### config.mk
export PLATFORM = sky130hd
export DESIGN_NAME = l2dc_top
export DESIGN_NICKNAME = d
export VERILOG_FILES = /design/src/l2dc_pkg.sv /design/src/l2dc_nibble_fix.sv /design/src/l2dc_victim_sel.sv /design/src/l2dc_top.sv
export VERILOG_INCLUDE_DIRS = /design/src
export SDC_FILE = /design/constraint.sdc
export NUM_CORES = 1
export LEC_CHECK = 0
export BUFFER_PORTS_ARGS = -buffer_cell sky130_fd_sc_hd__buf_2
export CORE_MARGIN = 1
export CORE_UTILIZATION = 45
export CTS_CLUSTER_SIZE = 30
export DETAILED_ROUTE_END_ITERATION = 10
export GPL_ROUTABILITY_DRIVEN = 0
export PLACE_DENSITY = 0.71
export SYNTH_ARGS = -nofsm -noshare
export SYNTH_HDL_FRONTEND = slang
export SYNTH_SLANG_ARGS = --single-unit
### constraint.sdc
create_clock -name aclk -period 3.36 [get_ports aclk]
set_input_delay 0.504 -clock aclk [delete_from_list [all_inputs] [get_ports aclk]]
set_output_delay 0.504 -clock aclk [all_outputs]
set_load 0.01 [all_outputs]
### src/l2dc_defs.svh
`ifndef L2DC_DEFS_SVH
`define L2DC_DEFS_SVH

// ****************************************************************
// register byte offsets
// ****************************************************************
`define L2DC_OFS_CTRL 8'h00
`define L2DC_OFS_ARITH 8'h04
`define L2DC_OFS_MSTAT 8'h08
`define L2DC_OFS_CSTAT 8'h0C
`define L2DC_OFS_CADDR_LO 8'h10
`define L2DC_OFS_CADDR_HI 8'h14
`define L2DC_OFS_MADDR_LO 8'h18
`define L2DC_OFS_MADDR_HI 8'h1C

// ****************************************************************
// field positions and masks
// ****************************************************************
`define L2DC_CTRL_DM 0
`define L2DC_CTRL_DIS 1
`define L2DC_CTRL_CACHE_CEEN 2
`define L2DC_CTRL_CORE_CEEN 3
`define L2DC_CTRL_MASK 32'h0000_1F0F
`define L2DC_ARITH_INT 0
`define L2DC_ARITH_MASK 32'h0000_1F01
`define L2DC_STRAND_LSB 8
`define L2DC_MST_DAC 0
`define L2DC_MST_DSC 1
`define L2DC_MST_MEC 2
`define L2DC_CST_DAC 0
`define L2DC_CST_DRC 1
`define L2DC_CST_DSC 2
`define L2DC_CST_MEC 3

// ****************************************************************
// reset values and geometry
// ****************************************************************
`define L2DC_CTRL_RST 32'h0000_000C
`define L2DC_ARITH_RST 32'h0000_0000
`define L2DC_WAYS 12
`define L2DC_SETS 16
`define L2DC_RESP_OKAY 2'h0
`define L2DC_RESP_SLVERR 2'h2

`endif

### src/l2dc_pkg.sv
package l2dc_pkg;

   // access kind reported with each memory reply
   typedef enum logic [3:0] {
      L2DC_PF,
      L2DC_LD,
      L2DC_IF,
      L2DC_ATOM,
      L2DC_PST,
      L2DC_ST,
      L2DC_MA_LD,
      L2DC_DMA_RD,
      L2DC_DMA_PW,
      L2DC_SCRUB
   } l2dc_kind_t;

   typedef logic [4:0] l2dc_strand_t;
   typedef logic [3:0] l2dc_way_t;

endpackage : l2dc_pkg

### src/l2dc_nibble_fix.sv
`timescale 1ns/1ps

// ****************************************************************
// single nibble repair of a 128-bit block
// ****************************************************************
module l2dc_nibble_fix (
   // reported block and failing nibble
   input wire logic [127:0] data_in,
   input wire logic [4:0] nib_idx,
   input wire logic [3:0] nib_mask,
   // repaired block
   output logic [127:0] data_out
);
   // flip the bad bits of the one aligned nibble named
   genvar g;
   generate
      for (g = 0; g < 32; g++) begin : g_nib
         assign data_out[4*g +: 4] = (nib_idx == 5'(g)) ?
            (data_in[4*g +: 4] ^ nib_mask) : data_in[4*g +: 4];
      end
   endgenerate
endmodule : l2dc_nibble_fix

### src/l2dc_victim_sel.sv
`timescale 1ns/1ps
`include "l2dc_defs.svh"

// ****************************************************************
// victim way choice: bit pseudo-lru or direct mapped
// ****************************************************************
module l2dc_victim_sel
   import l2dc_pkg::*;
(
   // clock and reset
   input wire logic aclk,
   input wire logic aresetn,
   // mode and request
   input wire logic dm_mode,
   input wire logic repl_req,
   input wire logic [3:0] repl_set,
   input wire logic [3:0] repl_tag,
   // hit touches from lookups in either mode
   input wire logic touch_valid,
   input wire logic [3:0] touch_set,
   input wire l2dc_way_t touch_way,
   // chosen way
   output logic victim_valid,
   output l2dc_way_t victim_way
);
   logic [`L2DC_WAYS-1:0] mru_q [`L2DC_SETS];
   l2dc_way_t plru_way;
   l2dc_way_t dm_way;

   // first way whose recently-used bit is clear
   always_comb begin
      plru_way = '0;
      for (int w = `L2DC_WAYS - 1; w >= 0; w--) begin
         if (!mru_q[repl_set][w]) begin
            plru_way = 4'(w);
         end
      end
   end

   // address bits fold onto the twelve ways
   assign dm_way = 4'(repl_tag % 4'(`L2DC_WAYS));

   // mru bits; reset others once all would be set
   always_ff @(posedge aclk) begin
      if (!aresetn) begin
         for (int s = 0; s < `L2DC_SETS; s++) begin
            mru_q[s] <= '0;
         end
      end else if (touch_valid) begin
         if ((mru_q[touch_set] | (12'(1) << touch_way)) == {`L2DC_WAYS{1'b1}}) begin
            mru_q[touch_set] <= 12'(1) << touch_way;
         end else begin
            mru_q[touch_set] <= mru_q[touch_set] | (12'(1) << touch_way);
         end
      end
   end

   // registered answer, one cycle after the request
   always_ff @(posedge aclk) begin
      if (!aresetn) begin
         victim_valid <= 1'b0;
         victim_way <= '0;
      end else begin
         victim_valid <= repl_req;
         victim_way <= dm_mode ? dm_way : plru_way;
      end
   end
endmodule : l2dc_victim_sel

### src/l2dc_top.sv
// Implementation choices: the register addresses and the AXI4-Lite interface to the registers.
`timescale 1ns/1ps
`include "l2dc_defs.svh"

// How it works
// - twelve-way cache, victims chosen by pseudo-lru, no flush operation
// - direct-mapped mode picks the victim from address bits instead
// - hits match regardless of mode at insert, mode may change live
// - each 128-bit block repairs any one failed aligned nibble
// - cache disabled: full stores neither log cache status nor trap
// - prefetch logs all three; traps steered only outside block
// - fill data is always corrected before it is written
// - in-block error returned before fill traps requester, else steered
// - errors inside before fill and outside block trap both requester and steered
// - partial store logs, traps steered, merges store into corrected data
// - full store always logs memory status, cache logs only if enabled
// - arith load logs, returns fixed data, flags unit when enabled
// - arith done traps completion strand or sync strand by mode
// - dma read logs, returns fixed data, traps steered strand
// - dma partial write fixes line, logs all three, traps steered
// - dma errors record dma-correctable code in cache status
// - scrub logs memory regs, sets scrub bit, writes back, traps
// - status bits are cleared only by software writes
module l2dc_top
   import l2dc_pkg::*;
(
   // clock and reset
   input wire logic aclk,
   input wire logic aresetn,
   // axi4-lite write channels
   input wire logic [7:0] s_axi_awaddr,
   input wire logic s_axi_awvalid,
   output logic s_axi_awready,
   input wire logic [31:0] s_axi_wdata,
   input wire logic [3:0] s_axi_wstrb,
   input wire logic s_axi_wvalid,
   output logic s_axi_wready,
   output logic [1:0] s_axi_bresp,
   output logic s_axi_bvalid,
   input wire logic s_axi_bready,
   // axi4-lite read channels
   input wire logic [7:0] s_axi_araddr,
   input wire logic s_axi_arvalid,
   output logic s_axi_arready,
   output logic [31:0] s_axi_rdata,
   output logic [1:0] s_axi_rresp,
   output logic s_axi_rvalid,
   input wire logic s_axi_rready,
   // memory controller reply
   input wire logic mc_valid,
   input wire l2dc_kind_t mc_kind,
   input wire logic mc_ce,
   input wire logic [127:0] mc_data,
   input wire logic [4:0] mc_nib_idx,
   input wire logic [3:0] mc_nib_mask,
   input wire logic [39:4] mc_addr,
   input wire logic mc_in_block,
   input wire logic mc_out_block,
   input wire logic mc_before_fill,
   input wire l2dc_strand_t mc_req_strand,
   // partial store data for merge
   input wire logic [127:0] st_data,
   input wire logic [15:0] st_be,
   // arithmetic unit completion
   input wire logic arith_done,
   input wire l2dc_strand_t arith_sync_strand,
   // replacement and hit touches
   input wire logic repl_req,
   input wire logic [3:0] repl_set,
   input wire logic [3:0] repl_tag,
   input wire logic touch_valid,
   input wire logic [3:0] touch_set,
   input wire l2dc_way_t touch_way,
   output logic victim_valid,
   output l2dc_way_t victim_way,
   // corrected data returns
   output logic fill_valid,
   output logic dma_rsp_valid,
   output logic arith_rsp_valid,
   output logic arith_ce,
   output logic scrub_wb_valid,
   output logic [127:0] rsp_data,
   // trap requests
   output logic steer_trap_valid,
   output l2dc_strand_t steer_trap_strand,
   output logic req_trap_valid,
   output l2dc_strand_t req_trap_strand,
   output logic arith_trap_valid,
   output l2dc_strand_t arith_trap_strand
);
   // ****************************************************************
   // registers and common terms
   // ****************************************************************
   logic [31:0] ctrl_q;
   logic [31:0] arith_q;
   logic [2:0] mstat_q;
   logic [3:0] cstat_q;
   logic [39:4] caddr_q;
   logic [39:4] maddr_q;
   logic aw_got_q;
   logic w_got_q;
   logic [7:0] awaddr_q;
   logic [31:0] wdata_q;
   logic [3:0] wstrb_q;
   logic arith_pend_q;
   logic [127:0] fixed_data;
   logic [127:0] merged_data;
   logic [31:0] wmask;
   logic [31:0] rd_val;
   logic rd_ok;
   logic wr_go;
   logic ev;
   logic trap_en;
   logic is_dma;
   logic is_scrub;
   logic is_ld;
   logic full_st_off;
   logic cache_log;
   logic do_steer;
   logic do_req;
   logic [2:0] mclr;
   logic [3:0] cclr;
   logic [2:0] mset;
   logic [3:0] cset;

   // repair the reported nibble
   l2dc_nibble_fix u_fix (
      .data_in(mc_data),
      .nib_idx(mc_nib_idx),
      .nib_mask(mc_nib_mask),
      .data_out(fixed_data)
   );

   // victim way choice
   l2dc_victim_sel u_victim (
      .aclk(aclk),
      .aresetn(aresetn),
      .dm_mode(ctrl_q[`L2DC_CTRL_DM]),
      .repl_req(repl_req),
      .repl_set(repl_set),
      .repl_tag(repl_tag),
      .touch_valid(touch_valid),
      .touch_set(touch_set),
      .touch_way(touch_way),
      .victim_valid(victim_valid),
      .victim_way(victim_way)
   );

   // event classification
   assign ev = mc_valid && mc_ce;
   assign trap_en = ctrl_q[`L2DC_CTRL_CACHE_CEEN] && ctrl_q[`L2DC_CTRL_CORE_CEEN];
   assign is_dma = (mc_kind == L2DC_DMA_RD) || (mc_kind == L2DC_DMA_PW);
   assign is_scrub = (mc_kind == L2DC_SCRUB);
   assign is_ld = (mc_kind == L2DC_LD) || (mc_kind == L2DC_IF) || (mc_kind == L2DC_ATOM);
   assign full_st_off = (mc_kind == L2DC_ST) && ctrl_q[`L2DC_CTRL_DIS];
   assign cache_log = ev && !is_scrub && !full_st_off;

   // trap steering per access kind
   always_comb begin
      do_steer = 1'b0;
      unique case (mc_kind)
         L2DC_PF: do_steer = trap_en && mc_out_block;
         L2DC_LD, L2DC_IF, L2DC_ATOM:
            do_steer = trap_en && (mc_out_block || !(mc_in_block && mc_before_fill));
         L2DC_MA_LD: do_steer = 1'b0;
         L2DC_ST: do_steer = trap_en && !ctrl_q[`L2DC_CTRL_DIS];
         L2DC_PST, L2DC_DMA_RD, L2DC_DMA_PW, L2DC_SCRUB: do_steer = trap_en;
         default: do_steer = 1'b0;
      endcase
   end
   assign do_req = trap_en && is_ld && mc_in_block && mc_before_fill;

   // partial store bytes land on corrected data
   genvar b;
   generate
      for (b = 0; b < 16; b++) begin : g_merge
         assign merged_data[8*b +: 8] = st_be[b] ? st_data[8*b +: 8] : fixed_data[8*b +: 8];
      end
   endgenerate

   // ****************************************************************
   // axi4-lite slave
   // ****************************************************************
   assign wr_go = aw_got_q && w_got_q && !s_axi_bvalid;
   assign wmask = {{8{wstrb_q[3]}}, {8{wstrb_q[2]}}, {8{wstrb_q[1]}}, {8{wstrb_q[0]}}};
   assign mclr = (wr_go && awaddr_q == `L2DC_OFS_MSTAT) ? (wdata_q[2:0] & wmask[2:0]) : 3'h0;
   assign cclr = (wr_go && awaddr_q == `L2DC_OFS_CSTAT) ? (wdata_q[3:0] & wmask[3:0]) : 4'h0;

   // address and data taken in either order
   always_ff @(posedge aclk) begin
      if (!aresetn) begin
         aw_got_q <= 1'b0;
         w_got_q <= 1'b0;
         awaddr_q <= '0;
         wdata_q <= '0;
         wstrb_q <= '0;
         s_axi_awready <= 1'b0;
         s_axi_wready <= 1'b0;
      end else begin
         s_axi_awready <= !aw_got_q && !s_axi_awready && s_axi_awvalid;
         s_axi_wready <= !w_got_q && !s_axi_wready && s_axi_wvalid;
         if (s_axi_awvalid && s_axi_awready) begin
            aw_got_q <= 1'b1;
            awaddr_q <= {s_axi_awaddr[7:2], 2'b00};
         end else if (wr_go) begin
            aw_got_q <= 1'b0;
         end
         if (s_axi_wvalid && s_axi_wready) begin
            w_got_q <= 1'b1;
            wdata_q <= s_axi_wdata;
            wstrb_q <= s_axi_wstrb;
         end else if (wr_go) begin
            w_got_q <= 1'b0;
         end
      end
   end

   // write response after both halves
   always_ff @(posedge aclk) begin
      if (!aresetn) begin
         s_axi_bvalid <= 1'b0;
         s_axi_bresp <= `L2DC_RESP_OKAY;
      end else if (wr_go) begin
         s_axi_bvalid <= 1'b1;
         s_axi_bresp <= (awaddr_q <= `L2DC_OFS_MADDR_HI) ? `L2DC_RESP_OKAY : `L2DC_RESP_SLVERR;
      end else if (s_axi_bready) begin
         s_axi_bvalid <= 1'b0;
      end
   end

   // read mux
   always_comb begin
      rd_val = 32'h0000_0000;
      rd_ok = 1'b1;
      unique case ({s_axi_araddr[7:2], 2'b00})
         `L2DC_OFS_CTRL: rd_val = ctrl_q;
         `L2DC_OFS_ARITH: rd_val = arith_q;
         `L2DC_OFS_MSTAT: rd_val = {29'h0, mstat_q};
         `L2DC_OFS_CSTAT: rd_val = {28'h0, cstat_q};
         `L2DC_OFS_CADDR_LO: rd_val = {caddr_q[31:4], 4'h0};
         `L2DC_OFS_CADDR_HI: rd_val = {24'h0, caddr_q[39:32]};
         `L2DC_OFS_MADDR_LO: rd_val = {maddr_q[31:4], 4'h0};
         `L2DC_OFS_MADDR_HI: rd_val = {24'h0, maddr_q[39:32]};
         default: rd_ok = 1'b0;
      endcase
   end

   // read channel, answer the cycle after arready
   always_ff @(posedge aclk) begin
      if (!aresetn) begin
         s_axi_arready <= 1'b0;
         s_axi_rvalid <= 1'b0;
         s_axi_rdata <= '0;
         s_axi_rresp <= `L2DC_RESP_OKAY;
      end else begin
         s_axi_arready <= !s_axi_arready && !s_axi_rvalid && s_axi_arvalid;
         if (s_axi_arvalid && s_axi_arready) begin
            s_axi_rvalid <= 1'b1;
            s_axi_rdata <= rd_val;
            s_axi_rresp <= rd_ok ? `L2DC_RESP_OKAY : `L2DC_RESP_SLVERR;
         end else if (s_axi_rready) begin
            s_axi_rvalid <= 1'b0;
         end
      end
   end

   // control registers with byte strobes
   always_ff @(posedge aclk) begin
      if (!aresetn) begin
         ctrl_q <= `L2DC_CTRL_RST;
         arith_q <= `L2DC_ARITH_RST;
      end else if (wr_go && awaddr_q == `L2DC_OFS_CTRL) begin
         ctrl_q <= ((ctrl_q & ~wmask) | (wdata_q & wmask)) & `L2DC_CTRL_MASK;
      end else if (wr_go && awaddr_q == `L2DC_OFS_ARITH) begin
         arith_q <= ((arith_q & ~wmask) | (wdata_q & wmask)) & `L2DC_ARITH_MASK;
      end
   end

   // ****************************************************************
   // error logging
   // ****************************************************************
   // a new error on a live log marks the multiple bit instead
   always_comb begin
      mset = 3'h0;
      cset = 4'h0;
      if (ev) begin
         if (mstat_q[`L2DC_MST_DAC] || mstat_q[`L2DC_MST_DSC]) begin
            mset[`L2DC_MST_MEC] = 1'b1;
         end else if (is_scrub) begin
            mset[`L2DC_MST_DSC] = 1'b1;
         end else begin
            mset[`L2DC_MST_DAC] = 1'b1;
         end
      end
      if (cache_log || (ev && is_scrub)) begin
         if (cstat_q[2:0] != 3'h0) begin
            cset[`L2DC_CST_MEC] = 1'b1;
         end else if (is_scrub) begin
            cset[`L2DC_CST_DSC] = 1'b1;
         end else if (is_dma) begin
            cset[`L2DC_CST_DRC] = 1'b1;
         end else begin
            cset[`L2DC_CST_DAC] = 1'b1;
         end
      end
   end

   // sticky status, a same-cycle error beats the clear
   always_ff @(posedge aclk) begin
      if (!aresetn) begin
         mstat_q <= '0;
         cstat_q <= '0;
      end else begin
         mstat_q <= (mstat_q & ~mclr) | mset;
         cstat_q <= (cstat_q & ~cclr) | cset;
      end
   end

   // address capture for the first logged error
   always_ff @(posedge aclk) begin
      if (!aresetn) begin
         caddr_q <= '0;
         maddr_q <= '0;
      end else begin
         if (cache_log && cstat_q[2:0] == 3'h0) begin
            caddr_q <= mc_addr;
         end
         if (ev && mstat_q[1:0] == 2'h0) begin
            maddr_q <= mc_addr;
         end
      end
   end

   // ****************************************************************
   // corrected data returns
   // ****************************************************************
   always_ff @(posedge aclk) begin
      if (!aresetn) begin
         fill_valid <= 1'b0;
         dma_rsp_valid <= 1'b0;
         arith_rsp_valid <= 1'b0;
         arith_ce <= 1'b0;
         scrub_wb_valid <= 1'b0;
         rsp_data <= '0;
      end else begin
         fill_valid <= mc_valid && !is_scrub && (mc_kind != L2DC_DMA_RD);
         dma_rsp_valid <= mc_valid && (mc_kind == L2DC_DMA_RD);
         arith_rsp_valid <= mc_valid && (mc_kind == L2DC_MA_LD);
         arith_ce <= ev && (mc_kind == L2DC_MA_LD) && ctrl_q[`L2DC_CTRL_CACHE_CEEN];
         scrub_wb_valid <= ev && is_scrub;
         rsp_data <= (mc_kind == L2DC_PST) ? merged_data : fixed_data;
      end
   end

   // ****************************************************************
   // trap requests
   // ****************************************************************
   // corrected-error flag held for the arithmetic unit until it completes
   always_ff @(posedge aclk) begin
      if (!aresetn) begin
         arith_pend_q <= 1'b0;
      end else if (ev && mc_kind == L2DC_MA_LD && ctrl_q[`L2DC_CTRL_CACHE_CEEN]) begin
         arith_pend_q <= 1'b1;
      end else if (arith_done) begin
         arith_pend_q <= 1'b0;
      end
   end

   // one-cycle pulses with the target strand
   always_ff @(posedge aclk) begin
      if (!aresetn) begin
         steer_trap_valid <= 1'b0;
         steer_trap_strand <= '0;
         req_trap_valid <= 1'b0;
         req_trap_strand <= '0;
         arith_trap_valid <= 1'b0;
         arith_trap_strand <= '0;
      end else begin
         steer_trap_valid <= ev && do_steer;
         steer_trap_strand <= ctrl_q[`L2DC_STRAND_LSB +: 5];
         req_trap_valid <= ev && do_req;
         req_trap_strand <= mc_req_strand;
         arith_trap_valid <= arith_done && arith_pend_q && ctrl_q[`L2DC_CTRL_CORE_CEEN];
         arith_trap_strand <= arith_q[`L2DC_ARITH_INT] ?
            arith_q[`L2DC_STRAND_LSB +: 5] : arith_sync_strand;
      end
   end
endmodule : l2dc_top

Yosys cells after proc, flatten, opt, wreduce, memory -nomap -nowiden
Memory sizes are Yosys's and may differ from the RTL's.
Cells that the tools add are included.
Word-level totals
  flip-flop bits (word level): 315
  memories: 1
  word-level logic and storage cells: 316
  RAM bits: 192
  input bits: 414
Operators by class
  mux-type cells: 103
  eq/ne operators: 52
  divide/modulo/power cells: 1
  order comparisons: 1
  bitwise logic cells: 49
  reduce and logical (&&, ||, !) cells: 74
  shifts and indexed selects: 1
Memories
  u_victim.mru_q: depth 16, bits a word 12, read ports 2, clocked after memory_dff 0, write ports 16, line l2dc_victim_sel.sv:26  | logic [`L2DC_WAYS-1:0] mru_q [`L2DC_SETS];
Operator list (number)
  case mux 32 bit (8 select lines): 1
  two-way mux 4 bit: 48
  two-way mux 128 bit: 1
  two-way mux 8 bit: 16
  XOR 4 bit: 32
  equality test 5 bit (second input constant): 16
  equality test 5 x 4 -> 1 bit (second input constant): 8
  logical AND 1 bit: 40
  AND 13 bit: 3
  two-way mux 1 bit: 26
  bitwise OR 13 bit: 2
  equality test 6 x 2 -> 1 bit (second input constant): 4
  equality test 6 x 3 -> 1 bit (second input constant): 4
  two-way mux 12 bit: 2
  equality test 5 x 3 -> 1 bit (second input constant): 4
  equality test 4 x 3 -> 1 bit (second input constant): 4
  NOT 13 bit: 1
  equality test 12 bit (second input constant): 1
  equality test 6 x 1 -> 1 bit (second input constant): 2
  bitwise OR 12 bit: 1
  OR reduction 12 bit: 1
  << shifter 1 x 4 -> 12 bit (first input constant): 1
  logical NOT 1 bit: 11
  equality test 5 x 2 -> 1 bit (second input constant): 2
  32 further kinds: 50

Logic depth before layout (Yosys ltp)
An unclocked memory read counts as a cell.
  depth in word-level cells: 14
  depth in mapped cells: 12
  depth with buffers taken out: 7

By module
Synthesis repeated with hierarchy kept, for this count alone.
Second synthesis, totals
  cells, all modules: 2501
  area, all modules: 25491.9 um^2
By module, submodules not included
  l2dc_top: cells an instance 1360, times used 1, area an instance 12107.9 um^2
  l2dc_victim_sel: cells an instance 834, times used 1, area an instance 11329.6 um^2
  l2dc_nibble_fix: cells an instance 307, times used 1, area an instance 2054.5 um^2

Least setup slack after synthesis
OpenSTA, ideal clock, no wires.
  kind: input port to flip-flop
  start: input port touch_set[1]
  end: memory u_victim.mru_q[10][2] in the netlist's numbering (data pin)
  path slack: 0.478 ns
  buffers on the path: 5
  required time: 3.084 ns
  library setup time: 0.276 ns
  stages on the path: 11
  arrival: 2.606 ns
  cells stage by stage: buf_4 -> buf_6 -> buf_4 -> nor2b_1 -> a221o_1 -> a21oi_1 -> o2111ai_4 -> buf_6 -> o31ai_4 -> buf_6 -> a21oi_2
RTL lines
  start: declaration: line l2dc_top.sv:72  | input wire logic [3:0] touch_set,
  end: declaration: line l2dc_victim_sel.sv:26

==> flow_summary_export.csv <==
group,metric,value,unit
clock_tree,post_cts_buffers,0,
grt,grt_pass1_vias,21000,
placement,io_buffers,579,
clock_tree,cts_tree,"built",
synthesis,synth_area_leaders,"dfxtp_1 25%, edfxtp_1 23%, nand2_1 8.4%",
synthesis,synth_area_leader_cell,"dfxtp_1",
placement,placedCellCount,3548,
sta,drv_slew,0,
route,wirelength,92.7,mm
synthesis,ys_types,69,
synthesis,synthFlopType,"dfxtp_1",
worst_setup_path,path_cells,"mux4_1 > nor2b_1 > a2111oi_1 > a31oi_1 > o2111ai_4 > buf_12 > o311ai_2 > buf_4 > a21oi_1",
synthesis,synth_edf_count,192,
grt,groute.usage.overall,32.1,%
route,drtPass1Iterations,6,
synthesis,synthArstFlopShare,0,%
layout,area_growth,23.6,%
worst_setup_path,worst_setup_path_end_kind,"flop",
worst_setup_path,worstReg2RegStart,"u_victim.mru_q[6][8]",
sta,worst_pin_slew,1160,ps
worst_setup_path,worstSetupPathType,"reg -> reg",
status,status,"finished clean",
run,maxCapViolations,0,
worst_setup_path,reg2reg_depth,9,
sta,hold_violations,0,
hold_path,holdCritStartpoint,"arith_done",
synthesis,yosys_warnings,0,
placement,place_area,28700,µm²
clock_tree,insertion_delay,620,ps
floorplan,start_util,45.8,%
synthesis,seq_area_frac_synth,48.2,%
clock_tree,cts_sinks,501,
pwr,ir_worst_vdd,0.000399,V
route,wl_per_cell,25.3,µm
synthesis,synth_top_area_share,24.9,%
floorplan,die_x,237,µm
worst_setup_path,crit_path_top_delay_cell,"a2111oi_1",
grt,grt_max_degree,241,
worst_setup_path,crit_arrival,3160,ps
clock_tree,clk_pin_slew,60,ps
worst_setup_path,slowest_delay,510,ps
sta,slew_headroom,22.3,%
clock_tree,cts.root.buffer_cell,"clkbuf_16",
grt,grt_pass1_wl,133,mm
placement,pre_cts_slack,118,ps
worst_setup_path,start_kind,"flop",
clock_tree,cts_buffer_depth,3,
sta,finClkSkew,31.8,ps
floorplan,io_pins,611,
sta,setup_ws,657,ps
hold_path,whs_path_depth,2,
synthesis,netlist_instances,2356,
layout,drive_above_1_share,33.3,%
layout,final_cells,3664,
placement,dp_hpwl,67.4,mm
worst_setup_path,critPathMaxFanout,15,
route,drtIter0Drc,2326,
synthesis,synth-seq-cells,501,
worst_setup_path,crit_path_start,"u_victim.mru_q[6][8]",
clock_tree,cts_resized,0,
sta,fin_setup_tns,0,ps
synthesis,synth_area,24800,µm²
pwr,powerDensity,484,nW/µm²
layout,finalNetCount,3323,
sta,period_minus_slack,2700,ps
floorplan,die_y,237,µm
sta,finalCritPeriodShare,80.5,%
floorplan,rows,85,
sta,max_freq,370,MHz
layout,finalInstanceArea,30700,µm²
synthesis,synth_area_per_cell,10.5,µm²
route,avgViaCountPerCell,5.93,
worst_setup_path,ff2ff_setup_slack,660,ps
floorplan,die-area,56100,µm²
floorplan,core,54100,µm²
sta,rsz0062_at_grt,"no",
hold_path,holdCritPathClass,"in -> reg",
route,drc,0,
sta,holdWs,85.5,ps
sta,setup_violations,0,
grt,grt_overflow,0,
clock_tree,htree_levels,2,
clock_tree,ctsHoldBuffers,0,
route,ant_nets,0,
pwr,cellLeakagePower,13.0,nW
worst_setup_path,cp.required,3820,ps
clock_tree,cts_made_buffers,55,
route,vias,21700,
grt,grt_antenna_before_repair,39,
[cell families after synthesis]
logic type	share of synthesized area (%)
mux	11.0
xor+xnor	4.52
flops	48.2
simple gates	13.7
compound gates	18.8
other cells	0.0151
buf+inv	3.83
[worst max-delay path: cells and delay by family (launching register included)]
family	cells	cell delay, ps
compound gates	5	1100
flops	1	390
mux	1	480
buf+inv	2	400
simple gates	1	150
[area by class of cell]
| class | instances | area (µm²) |
|---|---|---|
| fill | 4572 | 23500 |
| tap | 696 | 871 |
| clock inverter | 27 | 284 |
| multi-input combinational | 1658 | 11900 |
| sequential | 501 | 12000 |
| clock buffer | 73 | 1600 |
| inverter | 5 | 18.8 |
| antenna | 16 | 40.0 |
| timing repair buffer | 688 | 3980 |
[worst paths after layout]
kind,to
worst max register to register,u_victim.mru_q[14][10]
worst max-delay path,u_victim.mru_q[14][10]
worst min register to register,arith_trap_valid
worst min-delay path,arith_pend_q
[cell usage after synthesis, types with 40 or more instances]
| cell type | number |
|---|---|
| o21ai_0 | 40 |
| a22oi_1 | 43 |
| a21oi_2 | 70 |
| edfxtp_1 | 192 |
| nand2_1 | 553 |
| a21oi_1 | 150 |
| xor2_1 | 128 |
| mux4_2 | 88 |
| a21boi_0 | 95 |
| nor2_1 | 65 |
| dfxtp_1 | 309 |
| nor2b_1 | 43 |
| and2_1 | 45 |
| clkbuf_1 | 125 |
| o211a_1 | 132 |
[per-layer routing]
layer  share of wire [%]  vias to the layer above  wire length (µm)  GRT usage [%]
met5                0.29                        -               273              0
met4                 5.8                       46              5380           17.8
met3                  12                      351             11200           9.72
met2                  45                     1332             42200           50.4
met1                  36                    10400             33700           39.4
li1                    -                     9551                 -              -
[power by group]
group	switching [mW]	internal [mW]
Clock	2.59	3.71
Sequential	0.114	6.56
Combinational	1.10	0.787
Total	3.80	11.1
[registers in the layout, indices dropped and copies added, names as in the netlist, 2 cells and up, named ones only]
name,flops
caddr_q,36
wstrb_q,2
u_victim.victim_way,4
awaddr_q,6
s_axi_rdata,32
cstat_q,4
req_trap_strand,5
wdata_q,9
arith_trap_strand,5
u_victim.mru_q,192
maddr_q,36
steer_trap_strand,5
mstat_q,3
rsp_data,128
[cells in the final DEF, fill, tap and decap left out, types with 6 or more instances in the layout]
cell / n
o31ai_4: 9
nor2_1: 64
o211a_1: 132
mux4_1: 9
diode_2: 16
and3_1: 7
a22oi_1: 43
and2_1: 45
nand2_1: 553
nor2b_1: 43
a22o_1: 11
buf_2: 578
a21oi_1: 150
clkinv_2: 12
nand3_1: 21
mux2_2: 18
clkbuf_8: 11
a21boi_0: 95
mux4_2: 88
nand2b_1: 10
clkinv_1: 6
clkbuf_16: 57
buf_4: 89
dfxtp_1: 309
a221oi_1: 6
edfxtp_1: 192
o21ai_0: 40
nand3b_1: 7
buf_12: 20
mux2i_1: 32
nor3_1: 9
xor2_1: 128
a21oi_2: 70
[per-stage QoR]
step | util (%) | total power [mW]
detailed placement | 53.1 | 8.65
global placement | 53.1 | 8.60
finish | 56.6 | 14.9
floorplan | - | 7.78
global route | 56.6 | 15.3
CTS | 56.6 | 14.9
(Power assumes the default switching activity.)
